### src/verilog/timer_two_pkg.sv
// timer two package: register offsets, field positions, reset values, timing constants.
// assumes a 32-bit axi4-lite register bus, one aligned word per register.
package timer_two_pkg;

  // printed offsets are sfr addresses, not multiples of four: kept as indices
  localparam logic [7:0]  IDX_COUNT_LOW   = 8'hCC;
  localparam logic [7:0]  IDX_COUNT_HIGH  = 8'hCD;
  localparam logic [7:0]  IDX_RELOAD_LOW  = 8'hCA;
  localparam logic [7:0]  IDX_RELOAD_HIGH = 8'hCB;
  localparam logic [7:0]  IDX_MODE        = 8'hC9;
  localparam logic [7:0]  IDX_CONTROL     = 8'hC8;

  localparam int          ADDR_W          = 12;

  // control register fields
  localparam int          CTL_OVF         = 7;
  localparam int          CTL_EXT         = 6;
  localparam int          CTL_RXBAUD      = 5;
  localparam int          CTL_TXBAUD      = 4;
  localparam int          CTL_EXTEN       = 3;
  localparam int          CTL_RUN         = 2;
  localparam int          CTL_CNTSEL      = 1;
  localparam int          CTL_CAPSEL      = 0;
  // mode register fields
  localparam int          MOD_CLKOE       = 1;
  localparam int          MOD_DOWN_COUNT_ENABLE        = 0;

  localparam logic [7:0]  RESET_BYTE      = 8'h00;
  localparam logic [15:0] COUNT_TOP       = 16'hFFFF;

  // internal tick: one machine cycle of twelve core clocks
  localparam int          TICK_DIV        = 12;
  localparam logic [3:0]  TICK_LAST       = 4'(TICK_DIV - 1);

  localparam logic [1:0]  RESP_OKAY       = 2'b00;
  localparam logic [1:0]  RESP_SLVERR     = 2'b10;

  typedef struct packed {
    logic overflow;
    logic ext_event;
    logic reload;
  } timer_event_s;

endpackage : timer_two_pkg

### src/verilog/timer_two.sv
// timer two: 16-bit capture / auto-reload up-down timer with clock output.
// assumes an axi4-lite master on clk_sys; pins sampled through synchronisers.
// Functional notes
// capture mode without trigger: free 16-bit count, overflow sets overflow flag
// capture with trigger: external falling edge copies count into reload bytes
// qualifying external edge sets external flag; both flags request interrupt
// reset clears down-count enable, so counting is up by default
// up-only reload: count to FFFFh, set overflow flag, reload from pair
// up-only with trigger: reload on overflow or external falling edge, flag set
// up/down with input high: count up, overflow at FFFFh, reload from pair
// up/down with input low: down, at reload value set flag, load FFFFh
// up/down: external flag toggles each over/underflow, never interrupts
// software clears counter select, sets clock-out enable; run starts clock
// clock-out rate is oscillator over four times (65536 minus reload)
// clock-out roll-overs raise no interrupt, as in baud mode
// baud generation and clock-out share the single reload pair
// clock-out pin doubles as external count input
// counter select set: count falling edges of external count input
// baud source selected: overflow flag is never set
// baud source selected: capture select ignored, reload on every overflow
// software clears both flags; hardware clears only the external flag, by its up/down toggle
// external input synchronised, falling edge found from successive samples
// clock-out pin toggles each roll-over while enabled and running
`timescale 1ns/1ps
`default_nettype none
module timer_two
(
  input  wire logic        clk_sys,
  input  wire logic        resetn,
  // axi4-lite slave
  input  wire logic [11:0] s_awaddr,
  input  wire logic        s_awvalid,
  output logic             s_awready,
  input  wire logic [31:0] s_wdata,
  input  wire logic [3:0]  s_wstrb,
  input  wire logic        s_wvalid,
  output logic             s_wready,
  output logic [1:0]       s_bresp,
  output logic             s_bvalid,
  input  wire logic        s_bready,
  input  wire logic [11:0] s_araddr,
  input  wire logic        s_arvalid,
  output logic             s_arready,
  output logic [31:0]      s_rdata,
  output logic [1:0]       s_rresp,
  output logic             s_rvalid,
  input  wire logic        s_rready,
  // pins
  input  wire logic        external_input,
  input  wire logic        clock_out_pin_in,
  output logic             clock_out_pin_out,
  output logic             clock_out_pin_oe,
  output logic             timer_irq,
  output logic             baud_tick
);

  logic [7:0] count_low_byte;
  logic [7:0] count_high_byte;
  logic [7:0] reload_low_byte;
  logic [7:0] reload_high_byte;
  logic [7:0] timer_two_control_reg;
  logic [7:0] timer_two_mode_reg;
  logic [3:0] tick_div;
  logic       clk_level;

  function automatic logic [7:0] word_index(input logic [11:0] a);
    word_index = a[9:2];
  endfunction : word_index

  function automatic logic known_index(input logic [7:0] i);
    known_index = (i >= timer_two_pkg::IDX_CONTROL) && (i <= timer_two_pkg::IDX_COUNT_HIGH);
  endfunction : known_index

  // ---------------- pin conditioning ----------------
  wire ext_level;
  wire ext_fall;
  wire cnt_level;
  wire cnt_fall;

  edge_sync u_ext_sync
  (
    .clk_sys (clk_sys),
    .resetn  (resetn),
    .pin     (external_input),
    .level   (ext_level),
    .fall    (ext_fall)
  );

  // pin reads back its own level when driven, so only count when counter mode
  edge_sync u_cnt_sync
  (
    .clk_sys (clk_sys),
    .resetn  (resetn),
    .pin     (clock_out_pin_in),
    .level   (cnt_level),
    .fall    (cnt_fall)
  );

  // ---------------- decode of mode bits ----------------
  wire run         = timer_two_control_reg[timer_two_pkg::CTL_RUN];
  wire cnt_sel     = timer_two_control_reg[timer_two_pkg::CTL_CNTSEL];
  wire baud_mode   = timer_two_control_reg[timer_two_pkg::CTL_RXBAUD]
                   | timer_two_control_reg[timer_two_pkg::CTL_TXBAUD];
  wire ext_en      = timer_two_control_reg[timer_two_pkg::CTL_EXTEN];
  wire cap_mode    = timer_two_control_reg[timer_two_pkg::CTL_CAPSEL] & ~baud_mode;
  wire down_count_enable        = timer_two_mode_reg[timer_two_pkg::MOD_DOWN_COUNT_ENABLE];
  wire clkout_en   = timer_two_mode_reg[timer_two_pkg::MOD_CLKOE] & ~cnt_sel;
  wire updown      = down_count_enable & ~cap_mode & ~baud_mode;
  wire count_down  = updown & ~ext_level;
  // baud and clock-out modes run at oscillator/2 so rate is fosc/(4*(65536-reload))
  wire fast_mode   = baud_mode | clkout_en;
  // every second clock; relies on the divider length being even
  wire fast_tick   = tick_div[0];
  wire slow_tick   = tick_div == timer_two_pkg::TICK_LAST;
  wire tick        = cnt_sel ? cnt_fall : (fast_mode ? fast_tick : slow_tick);
  wire step        = run & tick;

  wire [15:0] count  = {count_high_byte, count_low_byte};
  wire [15:0] reload = {reload_high_byte, reload_low_byte}; // shared by baud and clock-out

  wire at_top      = count == timer_two_pkg::COUNT_TOP;
  wire at_bottom   = count == reload;
  wire overflow    = step & ~count_down & at_top;
  wire underflow   = step & count_down & at_bottom;
  wire roll        = overflow | underflow;
  // external trigger is ignored while the timer feeds the serial port
  wire ext_trig    = run & ext_en & ext_fall & ~updown & ~baud_mode;
  wire capture     = ext_trig & cap_mode;
  wire ext_reload  = ext_trig & ~cap_mode;

  logic [15:0] next_count;
  always_comb
  begin
    next_count = count;
    if (underflow)
      next_count = timer_two_pkg::COUNT_TOP;
    else if (overflow && !cap_mode)
      next_count = reload;
    else if (ext_reload)
      next_count = reload;
    else if (step && count_down)
      next_count = 16'(count - 16'h0001);
    else if (step)
      next_count = 16'(count + 16'h0001);
  end

  // ---------------- axi4-lite slave ----------------
  logic [11:0] aw_addr;
  logic        aw_held;
  logic [31:0] w_data;
  logic [3:0]  w_strb;
  logic        w_held;

  // a write waits while an earlier response is still unanswered
  wire        wr_go    = aw_held & w_held & ~s_bvalid;
  wire [7:0]  wr_idx   = word_index(aw_addr);
  wire        wr_ok    = known_index(wr_idx) & (aw_addr[11:10] == 2'b00);
  wire        wr_lane0 = wr_go & wr_ok & w_strb[0];
  wire [7:0]  wr_byte  = w_data[7:0];
  wire [7:0]  rd_idx   = word_index(s_araddr);
  wire        rd_ok    = known_index(rd_idx) & (s_araddr[11:10] == 2'b00);
  wire        rd_go    = s_arvalid & s_arready;

  wire wr_ctl  = wr_lane0 && wr_idx == timer_two_pkg::IDX_CONTROL;
  wire wr_mod  = wr_lane0 && wr_idx == timer_two_pkg::IDX_MODE;
  wire wr_rl   = wr_lane0 && wr_idx == timer_two_pkg::IDX_RELOAD_LOW;
  wire wr_rh   = wr_lane0 && wr_idx == timer_two_pkg::IDX_RELOAD_HIGH;
  wire wr_cl   = wr_lane0 && wr_idx == timer_two_pkg::IDX_COUNT_LOW;
  wire wr_ch   = wr_lane0 && wr_idx == timer_two_pkg::IDX_COUNT_HIGH;

  // read data decodes the address the master holds; no address latch is needed
  logic [7:0] rd_byte;
  always_comb
  begin
    unique case (rd_idx)
      timer_two_pkg::IDX_CONTROL:     rd_byte = timer_two_control_reg;
      timer_two_pkg::IDX_MODE:        rd_byte = timer_two_mode_reg;
      timer_two_pkg::IDX_RELOAD_LOW:  rd_byte = reload_low_byte;
      timer_two_pkg::IDX_RELOAD_HIGH: rd_byte = reload_high_byte;
      timer_two_pkg::IDX_COUNT_LOW:   rd_byte = count_low_byte;
      timer_two_pkg::IDX_COUNT_HIGH:  rd_byte = count_high_byte;
      default:                        rd_byte = timer_two_pkg::RESET_BYTE;
    endcase
  end

  always_ff @(posedge clk_sys or negedge resetn)
  begin
    if (!resetn)
    begin
      aw_addr   <= '0;
      aw_held   <= 1'b0;
      w_data    <= '0;
      w_strb    <= '0;
      w_held    <= 1'b0;
      s_awready <= 1'b0;
      s_wready  <= 1'b0;
      s_bvalid  <= 1'b0;
      s_bresp   <= timer_two_pkg::RESP_OKAY;
    end
    else
    begin
      s_awready <= ~aw_held & ~(s_awvalid & s_awready) & ~s_bvalid;
      s_wready  <= ~w_held & ~(s_wvalid & s_wready) & ~s_bvalid;
      if (s_awvalid && s_awready)
      begin
        aw_addr <= s_awaddr;
        aw_held <= 1'b1;
      end
      if (s_wvalid && s_wready)
      begin
        w_data <= s_wdata;
        w_strb <= s_wstrb;
        w_held <= 1'b1;
      end
      if (wr_go)
      begin
        aw_held  <= 1'b0;
        w_held   <= 1'b0;
        s_bvalid <= 1'b1;
        s_bresp  <= wr_ok ? timer_two_pkg::RESP_OKAY : timer_two_pkg::RESP_SLVERR;
      end
      else if (s_bvalid && s_bready)
        s_bvalid <= 1'b0;
    end
  end

  always_ff @(posedge clk_sys or negedge resetn)
  begin
    if (!resetn)
    begin
      s_arready <= 1'b0;
      s_rvalid  <= 1'b0;
      s_rdata   <= '0;
      s_rresp   <= timer_two_pkg::RESP_OKAY;
    end
    else
    begin
      s_arready <= ~s_rvalid & ~rd_go;
      if (rd_go)
      begin
        s_rvalid <= 1'b1;
        s_rdata  <= {24'h000000, rd_byte};
        s_rresp  <= rd_ok ? timer_two_pkg::RESP_OKAY : timer_two_pkg::RESP_SLVERR;
      end
      else if (s_rvalid && s_rready)
        s_rvalid <= 1'b0;
    end
  end

  // ---------------- flags ----------------
  // hardware only ever sets or toggles; a write of zero clears, and a same-cycle event wins
  // roll-overs that feed the serial port or the pin must not reach the flag
  wire quiet    = baud_mode | clkout_en;
  wire set_ovf  = roll & ~quiet;
  wire set_ext  = capture | ext_reload;
  wire ovf_now  = timer_two_control_reg[timer_two_pkg::CTL_OVF];
  wire ext_now  = timer_two_control_reg[timer_two_pkg::CTL_EXT];
  wire ovf_base = wr_ctl ? wr_byte[timer_two_pkg::CTL_OVF] : ovf_now;
  wire ext_base = wr_ctl ? wr_byte[timer_two_pkg::CTL_EXT] : ext_now;
  wire next_ovf = ovf_base | set_ovf;
  // toggle acts on the current value so a clearing write cannot mask the extra bit
  wire next_ext = (updown && roll) ? ~ext_now : (ext_base | set_ext);

  always_ff @(posedge clk_sys or negedge resetn)
  begin
    if (!resetn)
    begin
      timer_two_control_reg <= timer_two_pkg::RESET_BYTE;
      timer_two_mode_reg    <= timer_two_pkg::RESET_BYTE;
    end
    else
    begin
      timer_two_control_reg[timer_two_pkg::CTL_OVF] <= next_ovf;
      timer_two_control_reg[timer_two_pkg::CTL_EXT] <= next_ext;
      if (wr_ctl)
        timer_two_control_reg[5:0] <= wr_byte[5:0];
      if (wr_mod)
        timer_two_mode_reg <= {6'b000000, wr_byte[1:0]};
    end
  end

  // ---------------- counter and reload pair ----------------
  always_ff @(posedge clk_sys or negedge resetn)
  begin
    if (!resetn)
    begin
      count_low_byte   <= timer_two_pkg::RESET_BYTE;
      count_high_byte  <= timer_two_pkg::RESET_BYTE;
      reload_low_byte  <= timer_two_pkg::RESET_BYTE;
      reload_high_byte <= timer_two_pkg::RESET_BYTE;
      tick_div         <= '0;
    end
    else
    begin
      // divider runs free, so the first tick after a start may come early
      tick_div <= (tick_div == timer_two_pkg::TICK_LAST) ? 4'h0 : 4'(tick_div + 4'h1);
      // a software write to a count byte wins over counting in that cycle
      count_low_byte  <= wr_cl ? wr_byte : next_count[7:0];
      count_high_byte <= wr_ch ? wr_byte : next_count[15:8];
      // capture wins over a software write to the reload pair
      if (capture)
      begin
        reload_low_byte  <= count_low_byte;
        reload_high_byte <= count_high_byte;
      end
      else
      begin
        if (wr_rl)
          reload_low_byte <= wr_byte;
        if (wr_rh)
          reload_high_byte <= wr_byte;
      end
    end
  end

  // ---------------- outputs ----------------
  // underflows toggle too, so up/down counting still gives a usable clock
  wire clk_toggle = clkout_en & run & roll;

  always_ff @(posedge clk_sys or negedge resetn)
  begin
    if (!resetn)
    begin
      clk_level         <= 1'b1;
      clock_out_pin_out <= 1'b1;
      clock_out_pin_oe  <= 1'b0;
      timer_irq         <= 1'b0;
      baud_tick         <= 1'b0;
    end
    else
    begin
      if (clk_toggle)
        clk_level <= ~clk_level;
      clock_out_pin_out <= clk_level;
      clock_out_pin_oe  <= clkout_en;
      // clock-out and baud roll-overs never reach the flag, hence no interrupt
      timer_irq <= next_ovf | (next_ext & ~updown);
      baud_tick <= overflow & baud_mode;
    end
  end

endmodule : timer_two
`default_nettype wire

### src/verilog/edge_sync.sv
// two-flop synchroniser with falling-edge detect for one external pin.
// assumes the pin may be asynchronous to clk_sys.
`timescale 1ns/1ps
`default_nettype none
module edge_sync
(
  input  wire logic clk_sys,
  input  wire logic resetn,
  input  wire logic pin,
  output logic      level,
  output logic      fall
);

  logic meta;
  logic prev;

  // meta is read by level only
  always_ff @(posedge clk_sys or negedge resetn)
  begin
    if (!resetn)
    begin
      meta  <= 1'b1;
      level <= 1'b1;
      prev  <= 1'b1;
    end
    else
    begin
      meta  <= pin;
      level <= meta;
      prev  <= level;
    end
  end

  assign fall = prev & ~level;

endmodule : edge_sync
`default_nettype wire

### config.mk
export PLATFORM = sky130hd
export DESIGN_NAME = timer_two
export DESIGN_NICKNAME = d
export VERILOG_FILES = /design/src/verilog/timer_two_pkg.sv /design/src/verilog/timer_two.sv /design/src/verilog/edge_sync.sv
export SDC_FILE = /design/constraint.sdc
export NUM_CORES = 1
export LEC_CHECK = 0
export BUFFER_PORTS_ARGS = -buffer_cell sky130_fd_sc_hd__buf_2
export CORE_UTILIZATION = 50
export DETAILED_ROUTE_END_ITERATION = 16
export GPL_TIMING_DRIVEN = 0
export PLACE_DENSITY = 0.74
export SYNTH_ARGS = -nofsm -noshare
export SYNTH_HDL_FRONTEND = slang
export SYNTH_SLANG_ARGS = --single-unit
export TNS_END_PERCENT = 1
### constraint.sdc
create_clock -name clk_sys -period 8.35 [get_ports clk_sys]
set_clock_uncertainty 0.1 [all_clocks]
set_input_delay 0.835 -clock clk_sys [delete_from_list [all_inputs] [get_ports clk_sys]]
set_output_delay 0.835 -clock clk_sys [all_outputs]
set_load 0.05 [all_outputs]
# Yosys cells after proc, flatten, opt, wreduce, memory -nomap -nowiden
# Cells that the tools add are included.
[totals]
register_bits = 97
latchBits = 0
ramBits = 0
romBits = 0
inputBits = 69
out_inout_bits = 45
wordCells = 169
mem_count = 0
[classes]
n_addsub = 3
mul = 0
div = 0
order_cmp = 4
n_eq_ne = 15
shift = 0
mux = 28
bitwise = 61
reduce_logical = 26
[ops]
columns = ["operator", "n"]
rows = [
  ["$eq A8 B8 Y1 const B", 12],
  ["$mux W16", 5],
  ["$mux W8", 6],
  ["$pmux W8 S6", 1],
  ["$and A1 B1 Y1", 37],
  ["$not A1 Y1", 17],
  ["$add A16 B1 Y16 const B", 1],
  ["$eq A16 B16 Y1", 1],
  ["$eq A16 B16 Y1 const B", 1],
  ["$ge A8 B8 Y1 const B", 2],
  ["$le A8 B8 Y1 const B", 2],
  ["$sub A16 B1 Y16 const B", 1],
  ["$logic_and A1 B1 Y1", 15],
  ["$mux W1", 13],
  ["$reduce_bool A2 Y1", 6],
  ["$reduce_bool A6 Y1", 2],
  ["$or A1 B1 Y1", 7],
  ["$add A4 B1 Y4 const B", 1],
  ["$eq A4 B4 Y1 const B", 1],
  ["$logic_not A2 Y1", 2],
  ["$mux W2", 2],
  ["$mux W4", 1],
  ["$logic_not A1 Y1", 1],
]

# Depth between registers and ports, before layout
[logic_depth]
ltp_word = 15
depth_mapped = 13
ltp_nobuf = 12

# Modules after synthesis
# From an unflattened synthesis, not the netlist that was laid out.
[unflattened]
hier_cells = 552
hier_area_um2 = 5564.1
[by_module_without_submodules]
columns = ["mod", "instances", "cells_per_inst", "area_per_inst_um2", "seq_area_each_um2"]
rows = [
  ["timer_two", 1, 544, 5378.9, 2179.6],
  ["edge_sync", 2, 4, 92.6, 78.8],
]

# Least setup slack after synthesis
# Ideal clock, no wire load.
[synth_path]
path_type = "register to register"
startpoint = "register timer_two_control_reg[4]"
endpoint = "register count_high_byte[7]"
setup_time_ps = 138
arrival_ps = 3424
t_required_ps = 8112
setup_slack_ps = 4688
path_stages_with_launch = 12
path_buffers = 0
period_less_slack_ps = 3662
path_cell_list = "dfrtp_1 > or2_1 > or2_2 > a211oi_2 > ha_1 > a211oi_1 > o21bai_1 > a21oi_1 > o21bai_1 > a221oi_1 > xnor2_1 > a31oi_1"
[synth_via]
elab_chain_cells = 14
elab_cells_between_ends = 29
cone_classes = "mux: 7; bitwise: 18; reduce/logical: 4"
[synth_lines]
columns = ["item", "line", "text"]
rows = [
  ["from (decl)", "timer_two.sv:61", "logic [7:0] timer_two_control_reg;"],
  ["from (signal assigned)", "timer_two.sv:268", "timer_two_control_reg <= timer_two_pkg::RESET_BYTE;"],
  ["from (signal, indexed assignment)", "timer_two.sv:273", "timer_two_control_reg[timer_two_pkg::CTL_OVF] <= next_ovf;"],
  ["from (signal, indexed assignment)", "timer_two.sv:274", "timer_two_control_reg[timer_two_pkg::CTL_EXT] <= next_ext;"],
  ["$or A1 B1 Y1 (*)", "timer_two.sv:103", "| timer_two_control_reg[timer_two_pkg::CTL_TXBAUD];"],
  ["$not A1 Y1", "timer_two.sv:105, timer_two.sv:108, timer_two.sv:127", ""],
  ["$and A1 B1 Y1", "timer_two.sv:105", "wire cap_mode = timer_two_control_reg[timer_two_pkg::CTL_CAPSEL] & ~baud_mode;"],
  ["$not A1 Y1", "timer_two.sv:108, timer_two.sv:129", ""],
  ["$and A1 B1 Y1 (2 in series)", "timer_two.sv:108", "wire updown = down_count_enable & ~cap_mode & ~baud_mode;"],
  ["$not A1 Y1 or $and A1 B1 Y1 (tied branches)", "timer_two.sv:127, timer_two.sv:109", ""],
  ["$and A1 B1 Y1 or $not A1 Y1 (tied branches)", "timer_two.sv:127, timer_two.sv:123", ""],
  ["$and A1 B1 Y1, on equally long branches", "timer_two.sv:127, timer_two.sv:123", ""],
  ["$and A1 B1 Y1, on equally long branches", "timer_two.sv:129, timer_two.sv:123", ""],
  ["$mux W16 or $logic_and A1 B1 Y1 (tied branches)", "timer_two.sv:139, timer_two.sv:137", ""],
  ["$mux W16", "timer_two.sv:137", "else if (overflow && !cap_mode)"],
  ["$mux W16", "timer_two.sv:135", "if (underflow)"],
  ["$mux W8", "timer_two.sv:299", "count_high_byte <= wr_ch ? wr_byte : next_count[15:8];"],
  ["to (signal assigned)", "timer_two.sv:288", "count_high_byte <= timer_two_pkg::RESET_BYTE;"],
  ["to (signal assigned)", "timer_two.sv:299", ""],
  ["to (decl)", "timer_two.sv:58", "logic [7:0] count_high_byte;"],
]
# Every way passes the cells marked *; elsewhere a longest branch is shown, timed or not.
# A chain may end at the register's enable or synchronous reset.

# Worst setup path in the final report
# Ends and elaborated chain as after synthesis.

==> out/metrics.cfg <==
[critical_path]
crit_path_cell_trace=or2_1, or2_2, a211oi_2, buf_4, ha_1, a211oi_1, o21bai_1, a21oi_1, o21bai_1, a221oi_1, xnor2_1, a31oi_1
arrival_ns=4.07
crit_fanout=8
r2r-end=count_high_byte[7]$_DFFE_PN0P_
worst-setup-path-type=register to register
r2r-start=timer_two_control_reg[4]$_DFFE_PN0P_
setup.worst_path.start_class=register
crit_required_ns=8.47
r2r_cells=12
slowest_stage=a211oi_1
cpMostUsedCell=o21bai_1
cp_slowest_stage_delay_ns=0.46
crit_path_end_kind=register
rrSetupSlack_ns=4.40

[timing]
period_needed_ns=3.954
period_share=0.4735
fmax_mhz=252.9
worst_pin_slew_ns=0.9148
rsz0062_at_grt=no
relSlewSlack=0.3845
finalHoldViolations=0
slew_viol_final=0
finalSetupViolations=0
hold_slack_ns=0.2636
setup-tns-final_ns=0

[grt]
grt_pass1_wl_um=22590
track_usage=0.2567
grt_max_degree=62
grt_pass1_vias=4474
antenna_found_initial=0
grt-ovfl-total=0

[drt]
vias=4670
routed_wl_um=14350
ant_nets=0
avgViaCountPerCell=5.823
routedWlPerCell_um=17.90
dr.first_iter.drc_count=306
drc=0
drt-pass1-iter-count=5

[power_and_ir_drop]
p_sw_frac=0.3783
seq_power_share=0.517
power.density_nw_per_um2=193.4
p_leak_uw=0.003085
combinationalPowerShare=0.248
p_switching_uw=461.9
worst_ir_drop_vdd_v=0.0002398
total_power_uw=1221
p_clk_frac=0.235
intPower_uw=759.3

[synthesis]
synth_edf_count=0
synth_top_cell_area_share=0.3841
yosysMostFrequentCell=dfrtp_1
synthArstFlopShare=1.000
yosys-top-cells-count=dfrtp_1 (85), a21oi_1 (61), nor2_1 (45), mux2_2 (32), nand2_1 (32)
yosys_warnings=0
post_synth_num_cell_types=64
syn_avg_cell_area_sq_um=9.854
ys_ff_latch=93
netlist_area_sq_um=5538
yosys-top-cells-area=dfrtp_1 (38%), mux2_2 (6.5%), a21oi_1 (5.5%)
yosysSeqAreaShare=0.4221
syn_inst=562
synth_top_flop_cell=dfrtp_1
yosys.area.top_type=dfrtp_1

[clock_tree]
cts_tree=yes
clkTransAtPathRegs_ns=0.11
cts.sinks=93
post_cts_buffers=0
clockBufferDepth=2
cts_max_level=3
cts_hold_buffers=0
cts_resized=0
clock_latency_ns=0.36
clockRootBuffer=clkbuf_8
cts_buffers=9

[floorplanning]
io_pins=114
dieArea_sq_um=11500
fp-row-count=38
dieHeight_um=107.2
initial_core_util=0.5131
design.core.area_sq_um=10790
dieWidth_um=107.2

[cells_and_area]
drive_gt1_frac=0.2356
fillers=963
largest_register=aw_addr
largest_register_ff_count=10
fin_util=0.5852
antenna_cells_inserted=0
final_nets=742
syn2layout_area_growth_pct=14.05

[place]
io_buffer_count=56
dp_hpwl_um=10920
place.gp.congestion=0.8845

[job]
drv_cap=0

[hold_path]
min_from=u_cnt_sync.meta$_DFF_PN1_
hold_depth=0
hold_class=register to register
holdPathEnd=u_cnt_sync.level$_DFF_PN1_

[status]
status=complete, no violations

==> layout by cell type, fill, tap and decap left out, drive strengths merged, types with 4 or more instances in the layout <==
cell / netlist / final
nand2b: 4 / 4
xor2: 7 / 7
clkbuf: 17 / 26
nor3: 10 / 10
ha: 15 / 15
mux2: 32 / 32
nor4: 9 / 9
nand4: 11 / 11
xnor2: 24 / 24
nand2: 32 / 32
nand3: 7 / 7
buf: 31 / 90
a22oi: 6 / 6
nor2: 45 / 45
a221oi: 10 / 10
conb: 1 / 26
dfrtp: 85 / 85
o21bai: 5 / 5
a31oi: 6 / 6
a21o: 6 / 6
nand4b: 4 / 4
a211oi: 5 / 5
mux2i: 26 / 26
inv: 9 / 14
dfstp: 8 / 8
a21oi: 61 / 61
o21ai: 25 / 25
nor2b: 4 / 4
o22ai: 12 / 12
==> power by group through the flow <==
| stage | registers [uW] | clock network (uW) | logic (uW) |
|---|---|---|---|
| after floorplan | 622 | 0 | 202 |
| after global placement | 632 | 0 | 292 |
| after detailed placement | 636 | 0 | 303 |
| after CTS | 627 | 292 | 304 |
| after global routing | 639 | 310 | 332 |
| final | 632 | 287 | 302 |
==> kinds of logic (layout without fill, tap and decap cells) <==
family	after synthesis	in the layout	synth area share
AND/OR/NAND/NOR	147	147	0.1365
flip-flops	93	93	0.4221
multiplexers	58	58	0.1121
other	1	26	0.0006772
AO/OA/AOI/OAI	159	159	0.1832
adder cells (fa/ha/maj)	16	16	0.03751
buffers and inverters	57	132	0.05897
XOR/XNOR	31	31	0.04903
==> stage by stage <==
step / setup WS [ns] / area (sq um) / instances
2_1_floorplan: 4.688 / 5632 / 587
3_3_place_gp: 3.791 / 6087 / 783
3_5_place_dp: 4.437 / 6132 / 786
4_1_cts: 4.409 / 6316 / 802
5_1_grt: 4.135 / 6316 / 802
6_report: 4.396 / 6316 / 802
==> layer usage <==
metal,GRT usage,vias to the layer above,routed length (um),part of all wire
met5,0,-,0,0
met4,0.1096,0,425,0.030
met3,0.03222,38,950,0.066
met2,0.4129,185,6664,0.46
met1,0.3488,2235,6312,0.44
li1,-,2212,-,-
==> area by class of cell <==
type,count,area [sq um],area share
Tap cell,140,175.2,0.02773
Sequential cell,93,2337,0.3700
Timing Repair Buffer,59,325.3,0.05151
Clock buffer,9,123.9,0.01961
Buffer,48,292.8,0.04636
Inverter,9,33.78,0.005349
Clock inverter,7,60.06,0.009509
Multi-Input combinational cell,437,2968,0.4699
==> critical path: cells and delay by family (launching register included) <==
kind / cells / cell delay (ns)
AOI/OAI and AO/OA: 7 / 1.92
and+or+nand+nor: 2 / 0.68
xor gates and xnor gates: 1 / 0.17
adders and majority gates: 1 / 0.26
DFF: 1 / 0.43
buffers and inverters: 1 / 0.26
==> how the worst max path moves through the flow <==
| stage | end | cells after the start | from | slack, ns |
|---|---|---|---|---|
| final | count_high_byte[7]$_DFFE_PN0P_ | 12 | timer_two_control_reg[4]$_DFFE_PN0P_ | 4.40 |
| after CTS | count_high_byte[7]$_DFFE_PN0P_ | 12 | timer_two_control_reg[4]$_DFFE_PN0P_ | 4.41 |
| after global placement | count_high_byte[7]$_DFFE_PN0P_ | 11 | timer_two_control_reg[4]$_DFFE_PN0P_ | 3.79 |
| after detailed placement | count_high_byte[7]$_DFFE_PN0P_ | 12 | timer_two_control_reg[4]$_DFFE_PN0P_ | 4.44 |
| after floorplan | count_high_byte[7]$_DFFE_PN0P_ | 11 | timer_two_control_reg[4]$_DFFE_PN0P_ | 4.69 |
| after global routing | count_high_byte[7]$_DFFE_PN0P_ | 12 | timer_two_mode_reg[1]$_DFFE_PN0P_ | 4.13 |
(Power assumes the default switching activity.)
